[config.mk]
export PLATFORM = sky130hd
export DESIGN_NAME = acsu_top
export DESIGN_NICKNAME = d
export VERILOG_FILES = /design/src/pkg/acsu_pkg.sv /design/src/design/acsu_top.sv /design/src/design/acsu_load_flags.sv /design/src/design/acsu_stack.sv
export SDC_FILE = /design/constraint.sdc
export NUM_CORES = 1
export LEC_CHECK = 0
export BUFFER_PORTS_ARGS = -buffer_cell sky130_fd_sc_hd__buf_2
export CORE_ASPECT_RATIO = 0.75
export CORE_MARGIN = 8
export CORE_UTILIZATION = 50
export DETAILED_ROUTE_END_ITERATION = 8
export GPL_ROUTABILITY_DRIVEN = 0
export PLACE_DENSITY = 0.68
export SYNTH_ARGS = -nofsm -noshare
export SYNTH_HDL_FRONTEND = slang
export SYNTH_SLANG_ARGS = --single-unit
export TNS_END_PERCENT = 5
[constraint.sdc]
create_clock -name mclk_i -period 3.7 [get_ports mclk_i]
set_input_delay 0 -clock mclk_i [delete_from_list [all_inputs] [get_ports mclk_i]]
set_output_delay 0 -clock mclk_i [all_outputs]
set_load 0.005 [all_outputs]
[src/pkg/acsu_pkg.sv]
`default_nettype none
package acsu_pkg;

  localparam int ACC_W       = 32;
  localparam int WORD_W      = 16;
  localparam int ADDR_W      = 16;
  localparam int BIT_IDX_W   = 11;
  localparam int CNT_W       = 6;
  localparam int STACK_DEPTH = 8;

  // Accumulator and stack contents after reset
  localparam logic [ACC_W-1:0]     ACC_RST      = 32'h0000_0000;
  // Vacated stack level after a pop
  localparam logic [ACC_W-1:0]     STACK_FILL   = 32'h0000_0000;
  // Second word of a pair sits at the next address
  localparam logic [ADDR_W-1:0]    NEXT_WORD    = 16'h0001;
  // Last bit index: octal 1777 for inputs and outputs, octal 3777 for relays
  localparam logic [BIT_IDX_W-1:0] IO_BIT_LAST  = 11'h3ff;
  localparam logic [BIT_IDX_W-1:0] CR_BIT_LAST  = 11'h7ff;
  localparam logic [CNT_W-1:0]     BITCNT_MIN   = 6'h01;
  localparam logic [CNT_W-1:0]     BITCNT_MAX   = 6'h20;
  // Field positions inside the accumulator
  localparam int                   SIGN_BIT     = 31;
  localparam int                   LO_BYTE_MSB  = 7;
  localparam int                   HI_BYTE_LSB  = 8;

  typedef enum logic [3:0] {
    nop_op,
    load_word_op,
    load_real_op,
    store_word_op,
    store_double_op,
    store_bitfield_op,
    store_indexed_op,
    store_low_byte_op,
    store_high_byte_op,
    pop_op
  } acsu_op_e;

  typedef enum logic [1:0] {
    bit_input,
    bit_output,
    bit_relay,
    bit_none
  } acsu_bit_region_e;

  typedef struct packed {
    acsu_op_e            op;
    logic                use_const;
    logic                use_ptr;
    logic [ADDR_W-1:0]   addr;
    logic [ACC_W-1:0]    konst;
    acsu_bit_region_e    region;
    logic [CNT_W-1:0]    count;
  } acsu_cmd_s;

  typedef struct packed {
    logic                req;
    logic                we;
    logic [ADDR_W-1:0]   addr;
    logic [WORD_W-1:0]   wdata;
  } acsu_word_req_s;

  typedef struct packed {
    logic                we;
    acsu_bit_region_e    region;
    logic [BIT_IDX_W-1:0] idx;
    logic                data;
  } acsu_bit_req_s;

  typedef struct packed {
    logic                negative_flag;
    logic                zero_load_flag;
    logic                zero_result_flag;
  } acsu_flags_s;

endpackage
`default_nettype wire

[src/design/acsu_top.sv]
// Functional notes
// - Real load takes two adjacent words or a constant into the accumulator.
// - Real values are 32-bit single floats, always two words.
// - Negative flag follows the sign of a real load, except minus zero; word loads always clear it.
// - Zero-load flag is set when any load gives zero.
// - Word store writes accumulator low half to one word, direct or via pointer.
// - Double store writes all 32 bits to two adjacent words.
// - Bitfield store copies 1 to 32 accumulator bits to consecutive discrete bits.
// - Bitfield targets inputs/outputs up to 1777, relays up to 3777, count 1-32.
// - Indexed store writes stack level one low half to base plus accumulator.
// - Indexed offset is a plain binary quantity.
// - Indexed store clears the upper accumulator half.
// - Back-to-back loads push the first value onto the stack.
// - Low-byte store writes accumulator bits 7-0 to the word's low byte.
// - High-byte store writes accumulator bits 15-8 to the word's high byte.
// - Pop moves stack level one into the accumulator.
// - Pop shifts the remaining stack levels up by one.
// - Zero-result flag is set when a pop leaves zero.
`timescale 1ns/1ps
`default_nettype none
module acsu_top
  import acsu_pkg::*;
(
  input  wire logic              mclk_i,
  input  wire logic              rst_i,
  input  wire logic              cmd_valid_i,
  input  wire acsu_cmd_s         cmd_i,
  output logic                   cmd_ready_o,
  output logic                   done_o,
  output logic                   err_o,
  output logic [ACC_W-1:0]       acc_o,
  output acsu_flags_s            flags_o,
  output acsu_word_req_s         mem_o,
  input  wire logic              mem_ack_i,
  input  wire logic [WORD_W-1:0] mem_rdata_i,
  output acsu_bit_req_s          bit_o
);

  typedef enum logic [2:0] {
    ST_IDLE,
    ST_PTR,
    ST_RD,
    ST_WR,
    ST_BITS
  } acsu_state_e;

  typedef struct packed {
    acsu_state_e       st;
    acsu_cmd_s         cmd;
    logic [ACC_W-1:0]  acc;
    logic [ADDR_W-1:0] ea;
    logic              hi_word;
    logic [WORD_W-1:0] rd_lo;
    logic [CNT_W-1:0]  bit_pos;
    logic              last_load;
    logic              ready;
    logic              done;
    logic              err;
    acsu_word_req_s    wreq;
    acsu_bit_req_s     breq;
    acsu_flags_s       flags;
  } acsu_state_s;

  localparam acsu_state_s STATE_RST = '{
    st:      ST_IDLE,
    acc:     ACC_RST,
    ready:   1'b1,
    default: '0
  };

  acsu_state_s      s;
  acsu_state_s      next_s;
  logic [ACC_W-1:0] stack_top;
  logic             push;
  logic             pop;
  logic [ACC_W-1:0] ld_val;
  logic             ld_real;
  logic             ld_neg;
  logic             ld_zero;
  logic             is_load;
  logic             fmt_ok;
  logic [BIT_IDX_W:0] fmt_end;
  logic [BIT_IDX_W:0] fmt_last;

  acsu_stack u_stack (
    .mclk_i      (mclk_i),
    .rst_i       (rst_i),
    .push_i      (push),
    .pop_i       (pop),
    .push_data_i (s.acc),
    .top_o       (stack_top)
  );

  acsu_load_flags u_load_flags (
    .value_i (ld_val),
    .real_i  (ld_real),
    .neg_o   (ld_neg),
    .zero_o  (ld_zero)
  );

  // Candidate load value, from constant at accept time or from memory data
  always_comb begin
    ld_real = 1'b0;
    ld_val  = ACC_RST;
    if (s.st == ST_IDLE) begin
      ld_real = (cmd_i.op == load_real_op);
      ld_val  = ld_real ? cmd_i.konst : {16'h0000, cmd_i.konst[WORD_W-1:0]};
    end else begin
      ld_real = (s.cmd.op == load_real_op);
      ld_val  = ld_real ? {mem_rdata_i, s.rd_lo}
                        : {16'h0000, mem_rdata_i};
    end
  end

  assign is_load = (cmd_i.op == load_word_op) || (cmd_i.op == load_real_op);

  // Bitfield destination check, done once at accept time
  always_comb begin
    fmt_last = {1'b0, (cmd_i.region == bit_relay) ? CR_BIT_LAST : IO_BIT_LAST};
    fmt_end  = {1'b0, cmd_i.addr[BIT_IDX_W-1:0]} + {6'h00, cmd_i.count} - 12'h001;
    fmt_ok   = (cmd_i.region != bit_none)
             && (cmd_i.addr[ADDR_W-1:BIT_IDX_W] == '0)
             && (cmd_i.count >= BITCNT_MIN) && (cmd_i.count <= BITCNT_MAX)
             && (fmt_end <= fmt_last)
             && !cmd_i.use_ptr && !cmd_i.use_const;
  end

  // First memory access once the effective base is known
  function automatic acsu_state_s start_mem(acsu_state_s c, logic [ADDR_W-1:0] base,
                                            logic [ACC_W-1:0] top);
    acsu_state_s r;
    r              = c;
    r.hi_word      = 1'b0;
    r.wreq.req     = 1'b1;
    r.wreq.we      = 1'b0;
    r.wreq.wdata   = '0;
    // Offset taken as unsigned binary, carry out dropped
    r.ea           = (c.cmd.op == store_indexed_op) ? base + c.acc[WORD_W-1:0]
                                                    : base;
    r.wreq.addr    = r.ea;
    r.st           = ST_RD;
    unique case (c.cmd.op)
      store_word_op: begin
        r.wreq.we    = 1'b1;
        r.wreq.wdata = c.acc[WORD_W-1:0];
        r.st         = ST_WR;
      end
      store_double_op: begin
        r.wreq.we    = 1'b1;
        r.wreq.wdata = c.acc[WORD_W-1:0];
        r.st         = ST_WR;
      end
      store_indexed_op: begin
        r.wreq.we    = 1'b1;
        r.wreq.wdata = top[WORD_W-1:0];
        r.st         = ST_WR;
      end
      // Loads and byte stores read first
      default: r.st  = ST_RD;
    endcase
    return r;
  endfunction

  function automatic acsu_state_s finish(acsu_state_s c);
    acsu_state_s r;
    r       = c;
    r.st    = ST_IDLE;
    r.ready = 1'b1;
    r.done  = 1'b1;
    return r;
  endfunction

  function automatic acsu_state_s reject(acsu_state_s c);
    acsu_state_s r;
    r       = finish(c);
    r.done  = 1'b0;
    r.err   = 1'b1;
    return r;
  endfunction

  always_comb begin
    next_s         = s;
    next_s.done    = 1'b0;
    next_s.err     = 1'b0;
    next_s.breq.we = 1'b0;
    push           = 1'b0;
    pop            = 1'b0;
    unique case (s.st)
      ST_IDLE: begin
        if (cmd_valid_i) begin
          next_s.cmd       = cmd_i;
          next_s.ready     = 1'b0;
          next_s.bit_pos   = '0;
          next_s.hi_word   = 1'b0;
          next_s.last_load = is_load;
          // Old value saved before the new one lands
          push             = is_load && s.last_load;
          unique case (cmd_i.op)
            load_word_op, load_real_op: begin
              if (cmd_i.use_const) begin
                next_s.acc                  = ld_val;
                next_s.flags.negative_flag  = ld_neg;
                next_s.flags.zero_load_flag = ld_zero;
                next_s                      = finish(next_s);
              end else if (cmd_i.use_ptr) begin
                next_s.wreq = '{req: 1'b1, we: 1'b0, addr: cmd_i.addr, wdata: '0};
                next_s.st   = ST_PTR;
              end else begin
                next_s = start_mem(next_s, cmd_i.addr, stack_top);
              end
            end
            store_word_op, store_double_op, store_indexed_op: begin
              // A constant cannot be a destination
              if (cmd_i.use_const) begin
                next_s = reject(next_s);
              end else if (cmd_i.use_ptr) begin
                next_s.wreq = '{req: 1'b1, we: 1'b0, addr: cmd_i.addr, wdata: '0};
                next_s.st   = ST_PTR;
              end else begin
                next_s = start_mem(next_s, cmd_i.addr, stack_top);
              end
            end
            store_low_byte_op, store_high_byte_op: begin
              if (cmd_i.use_const || cmd_i.use_ptr) begin
                next_s = reject(next_s);
              end else begin
                next_s = start_mem(next_s, cmd_i.addr, stack_top);
              end
            end
            store_bitfield_op: begin
              if (fmt_ok) begin
                next_s.st = ST_BITS;
              end else begin
                next_s = reject(next_s);
              end
            end
            pop_op: begin
              pop                           = 1'b1;
              next_s.acc                    = stack_top;
              next_s.flags.zero_result_flag = (stack_top == '0);
              next_s                        = finish(next_s);
            end
            default: begin
              // Illegal opcodes fall here as well as the no-op
              next_s = finish(next_s);
            end
          endcase
        end
      end
      ST_PTR: begin
        if (mem_ack_i) begin
          next_s = start_mem(next_s, mem_rdata_i, stack_top);
        end
      end
      ST_RD: begin
        if (mem_ack_i) begin
          next_s.wreq.req = 1'b0;
          unique case (s.cmd.op)
            load_real_op: begin
              if (!s.hi_word) begin
                next_s.rd_lo     = mem_rdata_i;
                next_s.hi_word   = 1'b1;
                next_s.wreq.req  = 1'b1;
                next_s.wreq.addr = s.ea + NEXT_WORD;
              end else begin
                next_s.acc                  = ld_val;
                next_s.flags.negative_flag  = ld_neg;
                next_s.flags.zero_load_flag = ld_zero;
                next_s                      = finish(next_s);
              end
            end
            store_low_byte_op: begin
              next_s.wreq.req   = 1'b1;
              next_s.wreq.we    = 1'b1;
              next_s.wreq.wdata = {mem_rdata_i[WORD_W-1:HI_BYTE_LSB],
                                   s.acc[LO_BYTE_MSB:0]};
              next_s.st         = ST_WR;
            end
            store_high_byte_op: begin
              next_s.wreq.req   = 1'b1;
              next_s.wreq.we    = 1'b1;
              next_s.wreq.wdata = {s.acc[WORD_W-1:HI_BYTE_LSB],
                                   mem_rdata_i[LO_BYTE_MSB:0]};
              next_s.st         = ST_WR;
            end
            default: begin
              next_s.acc                  = ld_val;
              next_s.flags.negative_flag  = ld_neg;
              next_s.flags.zero_load_flag = ld_zero;
              next_s                      = finish(next_s);
            end
          endcase
        end
      end
      ST_WR: begin
        if (mem_ack_i) begin
          next_s.wreq.req = 1'b0;
          if (s.cmd.op == store_double_op && !s.hi_word) begin
            next_s.hi_word    = 1'b1;
            next_s.wreq.req   = 1'b1;
            next_s.wreq.addr  = s.ea + NEXT_WORD;
            next_s.wreq.wdata = s.acc[ACC_W-1:WORD_W];
          end else begin
            if (s.cmd.op == store_indexed_op) begin
              next_s.acc[ACC_W-1:WORD_W] = '0;
            end
            next_s = finish(next_s);
          end
        end
      end
      ST_BITS: begin
        // One discrete bit per cycle, lowest accumulator bit first
        next_s.breq.we     = 1'b1;
        next_s.breq.region = s.cmd.region;
        next_s.breq.idx    = s.cmd.addr[BIT_IDX_W-1:0] + {5'h00, s.bit_pos};
        next_s.breq.data   = s.acc[s.bit_pos[4:0]];
        next_s.bit_pos     = s.bit_pos + 6'h01;
        if (s.bit_pos + 6'h01 == s.cmd.count) begin
          next_s = finish(next_s);
        end
      end
    endcase
  end

  always_ff @(posedge mclk_i) begin
    if (rst_i) begin
      s <= STATE_RST;
    end else begin
      s <= next_s;
    end
  end

  assign cmd_ready_o = s.ready;
  assign done_o      = s.done;
  assign err_o       = s.err;
  assign acc_o       = s.acc;
  assign flags_o     = s.flags;
  assign mem_o       = s.wreq;
  assign bit_o       = s.breq;

endmodule
`default_nettype wire

[src/design/acsu_load_flags.sv]
`timescale 1ns/1ps
`default_nettype none
module acsu_load_flags
  import acsu_pkg::*;
(
  input  wire logic [ACC_W-1:0] value_i,
  input  wire logic             real_i,
  output logic                  neg_o,
  output logic                  zero_o
);

  logic mag_zero;

  // Real minus zero counts as zero, never as negative
  assign mag_zero = (value_i[ACC_W-2:0] == '0);
  assign zero_o   = real_i ? mag_zero : (value_i == '0);
  assign neg_o    = value_i[SIGN_BIT] & ~(real_i & mag_zero);

endmodule
`default_nettype wire

[src/design/acsu_stack.sv]
`timescale 1ns/1ps
`default_nettype none
module acsu_stack
  import acsu_pkg::*;
(
  input  wire logic             mclk_i,
  input  wire logic             rst_i,
  input  wire logic             push_i,
  input  wire logic             pop_i,
  input  wire logic [ACC_W-1:0] push_data_i,
  output logic      [ACC_W-1:0] top_o
);

  typedef struct packed {
    logic [STACK_DEPTH-1:0][ACC_W-1:0] lvl;
  } acsu_stack_s;

  acsu_stack_s s;
  acsu_stack_s next_s;

  always_comb begin
    next_s = s;
    if (push_i) begin
      // Bottom level falls off when full
      for (int i = STACK_DEPTH - 1; i > 0; i--) begin
        next_s.lvl[i] = s.lvl[i-1];
      end
      next_s.lvl[0] = push_data_i;
    end else if (pop_i) begin
      for (int i = 0; i < STACK_DEPTH - 1; i++) begin
        next_s.lvl[i] = s.lvl[i+1];
      end
      next_s.lvl[STACK_DEPTH-1] = STACK_FILL;
    end
  end

  always_ff @(posedge mclk_i) begin
    if (rst_i) begin
      s <= '{lvl: '{default: ACC_RST}};
    end else begin
      s <= next_s;
    end
  end

  assign top_o = s.lvl[0];

endmodule
`default_nettype wire

==> impl_metrics.py <==
metrics = {
    "clocking": {
        "numCtsBuffers": 43,
        "root_buffer": "clkbuf_16",
        "cts_tree": "yes",
        "cts_sinks": 409,
        "clk_latency_ns": 0.58,
        "htreeDepth": 2,
        "clk_path_buf_depth": 3,
        "clk_pin_slew_ns": 0.06,
    },
    "setup_path": {
        "cp_data_required_time_ns": 4.18,
        "slowest_stage": "dlygate4sd3_1",
        "worst-r2r-cell-count": 10,
        "r2r_start": "acc_o[0]",
        "cp_top_family": "compound AO/OA/AOI/OAI gates",
        "cp_cell_sequence": "dlygate4sd3_1 -> buf_4 -> inv_1 -> ha_1 -> inv_1 -> ha_1 -> a21o_1 -> a21o_1 -> a21oi_2 -> nor2b_1 -> o21a_1 -> o21ai_0 -> nand2_1 -> xor2_1 -> ha_1 -> nand4b_1 -> nor4_2 -> o311ai_1 -> o31ai_1 -> nand4_1 -> a31o_2",
        "critPathMaxStageDelay_ns": 0.53,
        "crit_type": "in -> reg",
        "r2r_slack_ns": 0.36,
        "startpoint_type": "input port",
        "end_kind": "flip-flop",
        "arrival_ns": 4.01,
        "cp_max_fo": 3,
        "crit_path_frequent_cell": "ha_1",
        "timing.rr.end": "mem_o[24]",
        "worst-path-buf-inv": 4,
    },
    "synthesis": {
        "synthFlopType": "dfxtp_1",
        "syn-num-nets": 2907,
        "synth_edf_count": 0,
        "synthArstFlopShare": 0,
        "yosysWarnings": 0,
        "synth_cell_types": 76,
        "synth-seq-cells": 409,
        "syn_inst": 2766,
        "syn_avg_cell_area_um2": 7.886,
        "ys_seq_area_frac": 0.3754,
        "syn_area_um2": 21810,
    },
    "hold_path": {
        "min_to": "s[56]",
        "worstHoldStart": "cmd_valid_i",
        "hold_class": "in -> reg",
        "hold_path_depth": 6,
    },
    "power": {
        "p_leak_nw": 9.035,
        "powerDensity_nw_per_um2": 404.3,
        "irDropWorstVdd_mv": 0.3387,
    },
    "cells_and_area": {
        "fin_area_um2": 25070,
        "fill_cells": 3797,
        "drive_above_1_share": 0.1191,
        "areaGrowthSynthToFinish_pct": 14.94,
        "layout.nets": 3000,
        "multiInputGateArea_um2": 12020,
        "regArea_um2": 8188,
    },
    "sta": {
        "worstMarginPinSlew_ns": 1.123,
        "fin_worst_skew_ns": 0.03806,
        "setup_viol": 0,
        "hold_ws_ns": 0.03051,
        "slew_violations": 0,
        "finalCritPeriodShare": 0.9540,
        "fmax_ghz": 0.2833,
        "min_period_ns": 3.530,
        "slew_headroom": 0.2483,
        "hold_viol": 0,
        "setup_tns_ns": 0,
    },
    "route": {
        "vias": 22230,
        "antenna_left": 0,
        "avgViaCountPerCell": 6.405,
        "wl_per_cell_um": 21.57,
        "drtIter0Drc": 3055,
        "dr.pass1.iters": 7,
        "finalWirelength_um": 74840,
        "drc_errors": 0,
    },
    "global_route": {
        "grtUsageTotal": 0.2785,
        "overflow": 0,
        "grt_first_pass_wirelength_um": 115300,
        "first_global_vias": 20350,
        "grtUsageMet3": 0.09534,
        "grtUsageMet1": 0.3850,
        "grt_use_met2": 0.4013,
        "grt_max_degree": 182,
        "antenna_found_initial": 3,
        "grt.busiest_layer": "met2",
    },
    "floorplan": {
        "fp.dieH_um": 196.9,
        "start_util": 0.5050,
        "die_w_um": 257.2,
        "io_pins": 169,
        "std_cell_rows": 66,
        "core_um2": 43190,
        "die_area_um2": 50630,
    },
    "placement": {
        "place_area_um2": 22540,
        "post-dp-hpwl_um": 52030,
        "portBuffers": 168,
    },
    "outcome": {
        "status": "complete, no violations",
    },
    "job": {
        "cap_violations": 0,
    },
}
==> where the power goes <==
group	internal, mW	switching, mW
clock network	2.53	1.86
registers	4.46	0.0859
logic	0.447	0.751
==> cell usage in the layout (no fill, tap or decap), types with 6 or more instances in the layout <==
| cell | count |
|---|---|
| ha_1 | 55 |
| nand2b_1 | 12 |
| a22oi_1 | 357 |
| clkbuf_1 | 9 |
| nand2_1 | 402 |
| a22o_1 | 27 |
| nor2_1 | 266 |
| a21o_1 | 13 |
| o21a_1 | 11 |
| o22ai_1 | 11 |
| mux4_2 | 10 |
| xor2_1 | 25 |
| buf_4 | 67 |
| dlygate4sd3_1 | 107 |
| nand3_1 | 25 |
| buf_2 | 166 |
| nand4_1 | 11 |
| a211oi_1 | 39 |
| o221ai_1 | 23 |
| and3_1 | 15 |
| xnor2_1 | 29 |
| a21oi_1 | 346 |
| clkbuf_8 | 12 |
| dfxtp_1 | 409 |
| clkbuf_16 | 43 |
| a31oi_1 | 11 |
| nor3_1 | 49 |
| o21ai_0 | 90 |
| inv_1 | 50 |
| nor4_1 | 18 |
| o211ai_1 | 6 |
| nor2b_1 | 17 |
| and2_1 | 6 |
| a221oi_1 | 6 |
| mux2i_1 | 23 |
==> stage by stage <==
stage | instances | setup WS [ns] | utilization | total power [mW]
after floorplan | 2766 | 0.5915 | - | 5.323
after global placement | 3283 | 0.1516 | 0.5220 | 5.668
after detailed placement | 3283 | 0.005562 | 0.5220 | 5.694
after CTS | 3465 | 0.03588 | 0.5797 | 10.12
after global routing | 3467 | -0.02460 | 0.5803 | 10.46
final | 3470 | 0.1701 | 0.5805 | 10.14
==> repair_timing <==
action	4_1_cts	5_1_grt
endpoints found under the setup margin	0	3
setup buffers	0	2
hold endpoints to repair	96	0
gates resized for setup	0	4
hold buffers	107	0
==> flip-flops by register name, indices dropped and copies added (netlist names) <==
register       cells
acc_o             32
err_o              1
done_o             1
u_stack.s        224
mem_o             34
flags_o            3
u_stack.top_o     32
bit_o             15
cmd_ready_o        1
s                 66
==> per-layer routing <==
layer  wire (µm)  up-vias
li1            -    10160
met1       31480    10570
met2       30660     1261
met3       10030      225
met4        2535        4
met5         131        -
==> how the worst max path moves through the flow <==
stage / to / cells past startpoint / start
4_1_cts: cmd_ready_o / 21 / cmd_i[2]
6_report: cmd_ready_o / 21 / cmd_i[2]
2_1_floorplan: cmd_ready_o / 19 / cmd_i[2]
5_1_grt: cmd_ready_o / 21 / cmd_i[2]
3_5_place_dp: cmd_ready_o / 20 / cmd_i[2]
3_3_place_gp: cmd_ready_o / 20 / cmd_i[2]
==> layout make-up <==
cell class | instances | share of cell area
Multi-Input combinational cell | 2009 | 0.4795
Clock inverter | 11 | 0.005889
Inverter | 50 | 0.007486
Timing Repair Buffer | 346 | 0.1005
Antenna cell | 3 | 0.0002994
Sequential cell | 409 | 0.3266
Tap cell | 578 | 0.02885
Clock buffer | 64 | 0.05085
==> logic make-up after synthesis <==
kind of cell               share of synthesized area
DFF                                           0.3754
buffers and inverters                        0.07589
and+or+nand+nor                               0.1700
AOI/OAI and AO/OA                             0.2989
adders and majority gates                    0.03522
xor gates and xnor gates                     0.02375
muxes                                        0.02088
==> worst reg2reg max path: cells and delay by family (launching register included) <==
family | cells | cell delay (ns)
compound gates | 7 | 1.99
xor+xnor | 1 | 0.08
fa+ha+maj | 2 | 0.72
flops | 1 | 0.41
==> synthesized netlist by cell type (18+ instances only) <==
master | instances | area [µm²]
nor4_1 | 19 | 118.9
nor2b_1 | 19 | 118.9
xnor2_1 | 29 | 254.0
buf_2 | 18 | 90.09
nand3_1 | 25 | 125.1
nor2_1 | 267 | 1002
dfxtp_1 | 409 | 8188
a211oi_1 | 39 | 292.8
ha_1 | 55 | 688.2
a21oi_1 | 348 | 1742
a22o_1 | 27 | 236.5
inv_1 | 50 | 187.7
o21ai_0 | 90 | 450.4
clkbuf_1 | 179 | 671.9
o221ai_1 | 23 | 201.4
mux2i_1 | 23 | 230.2
xor2_1 | 25 | 219.0
a22oi_1 | 357 | 2680
nand2_1 | 402 | 1509
buf_4 | 85 | 638.1
nor3_1 | 51 | 255.2
Power figures use the tool's default switching activity.
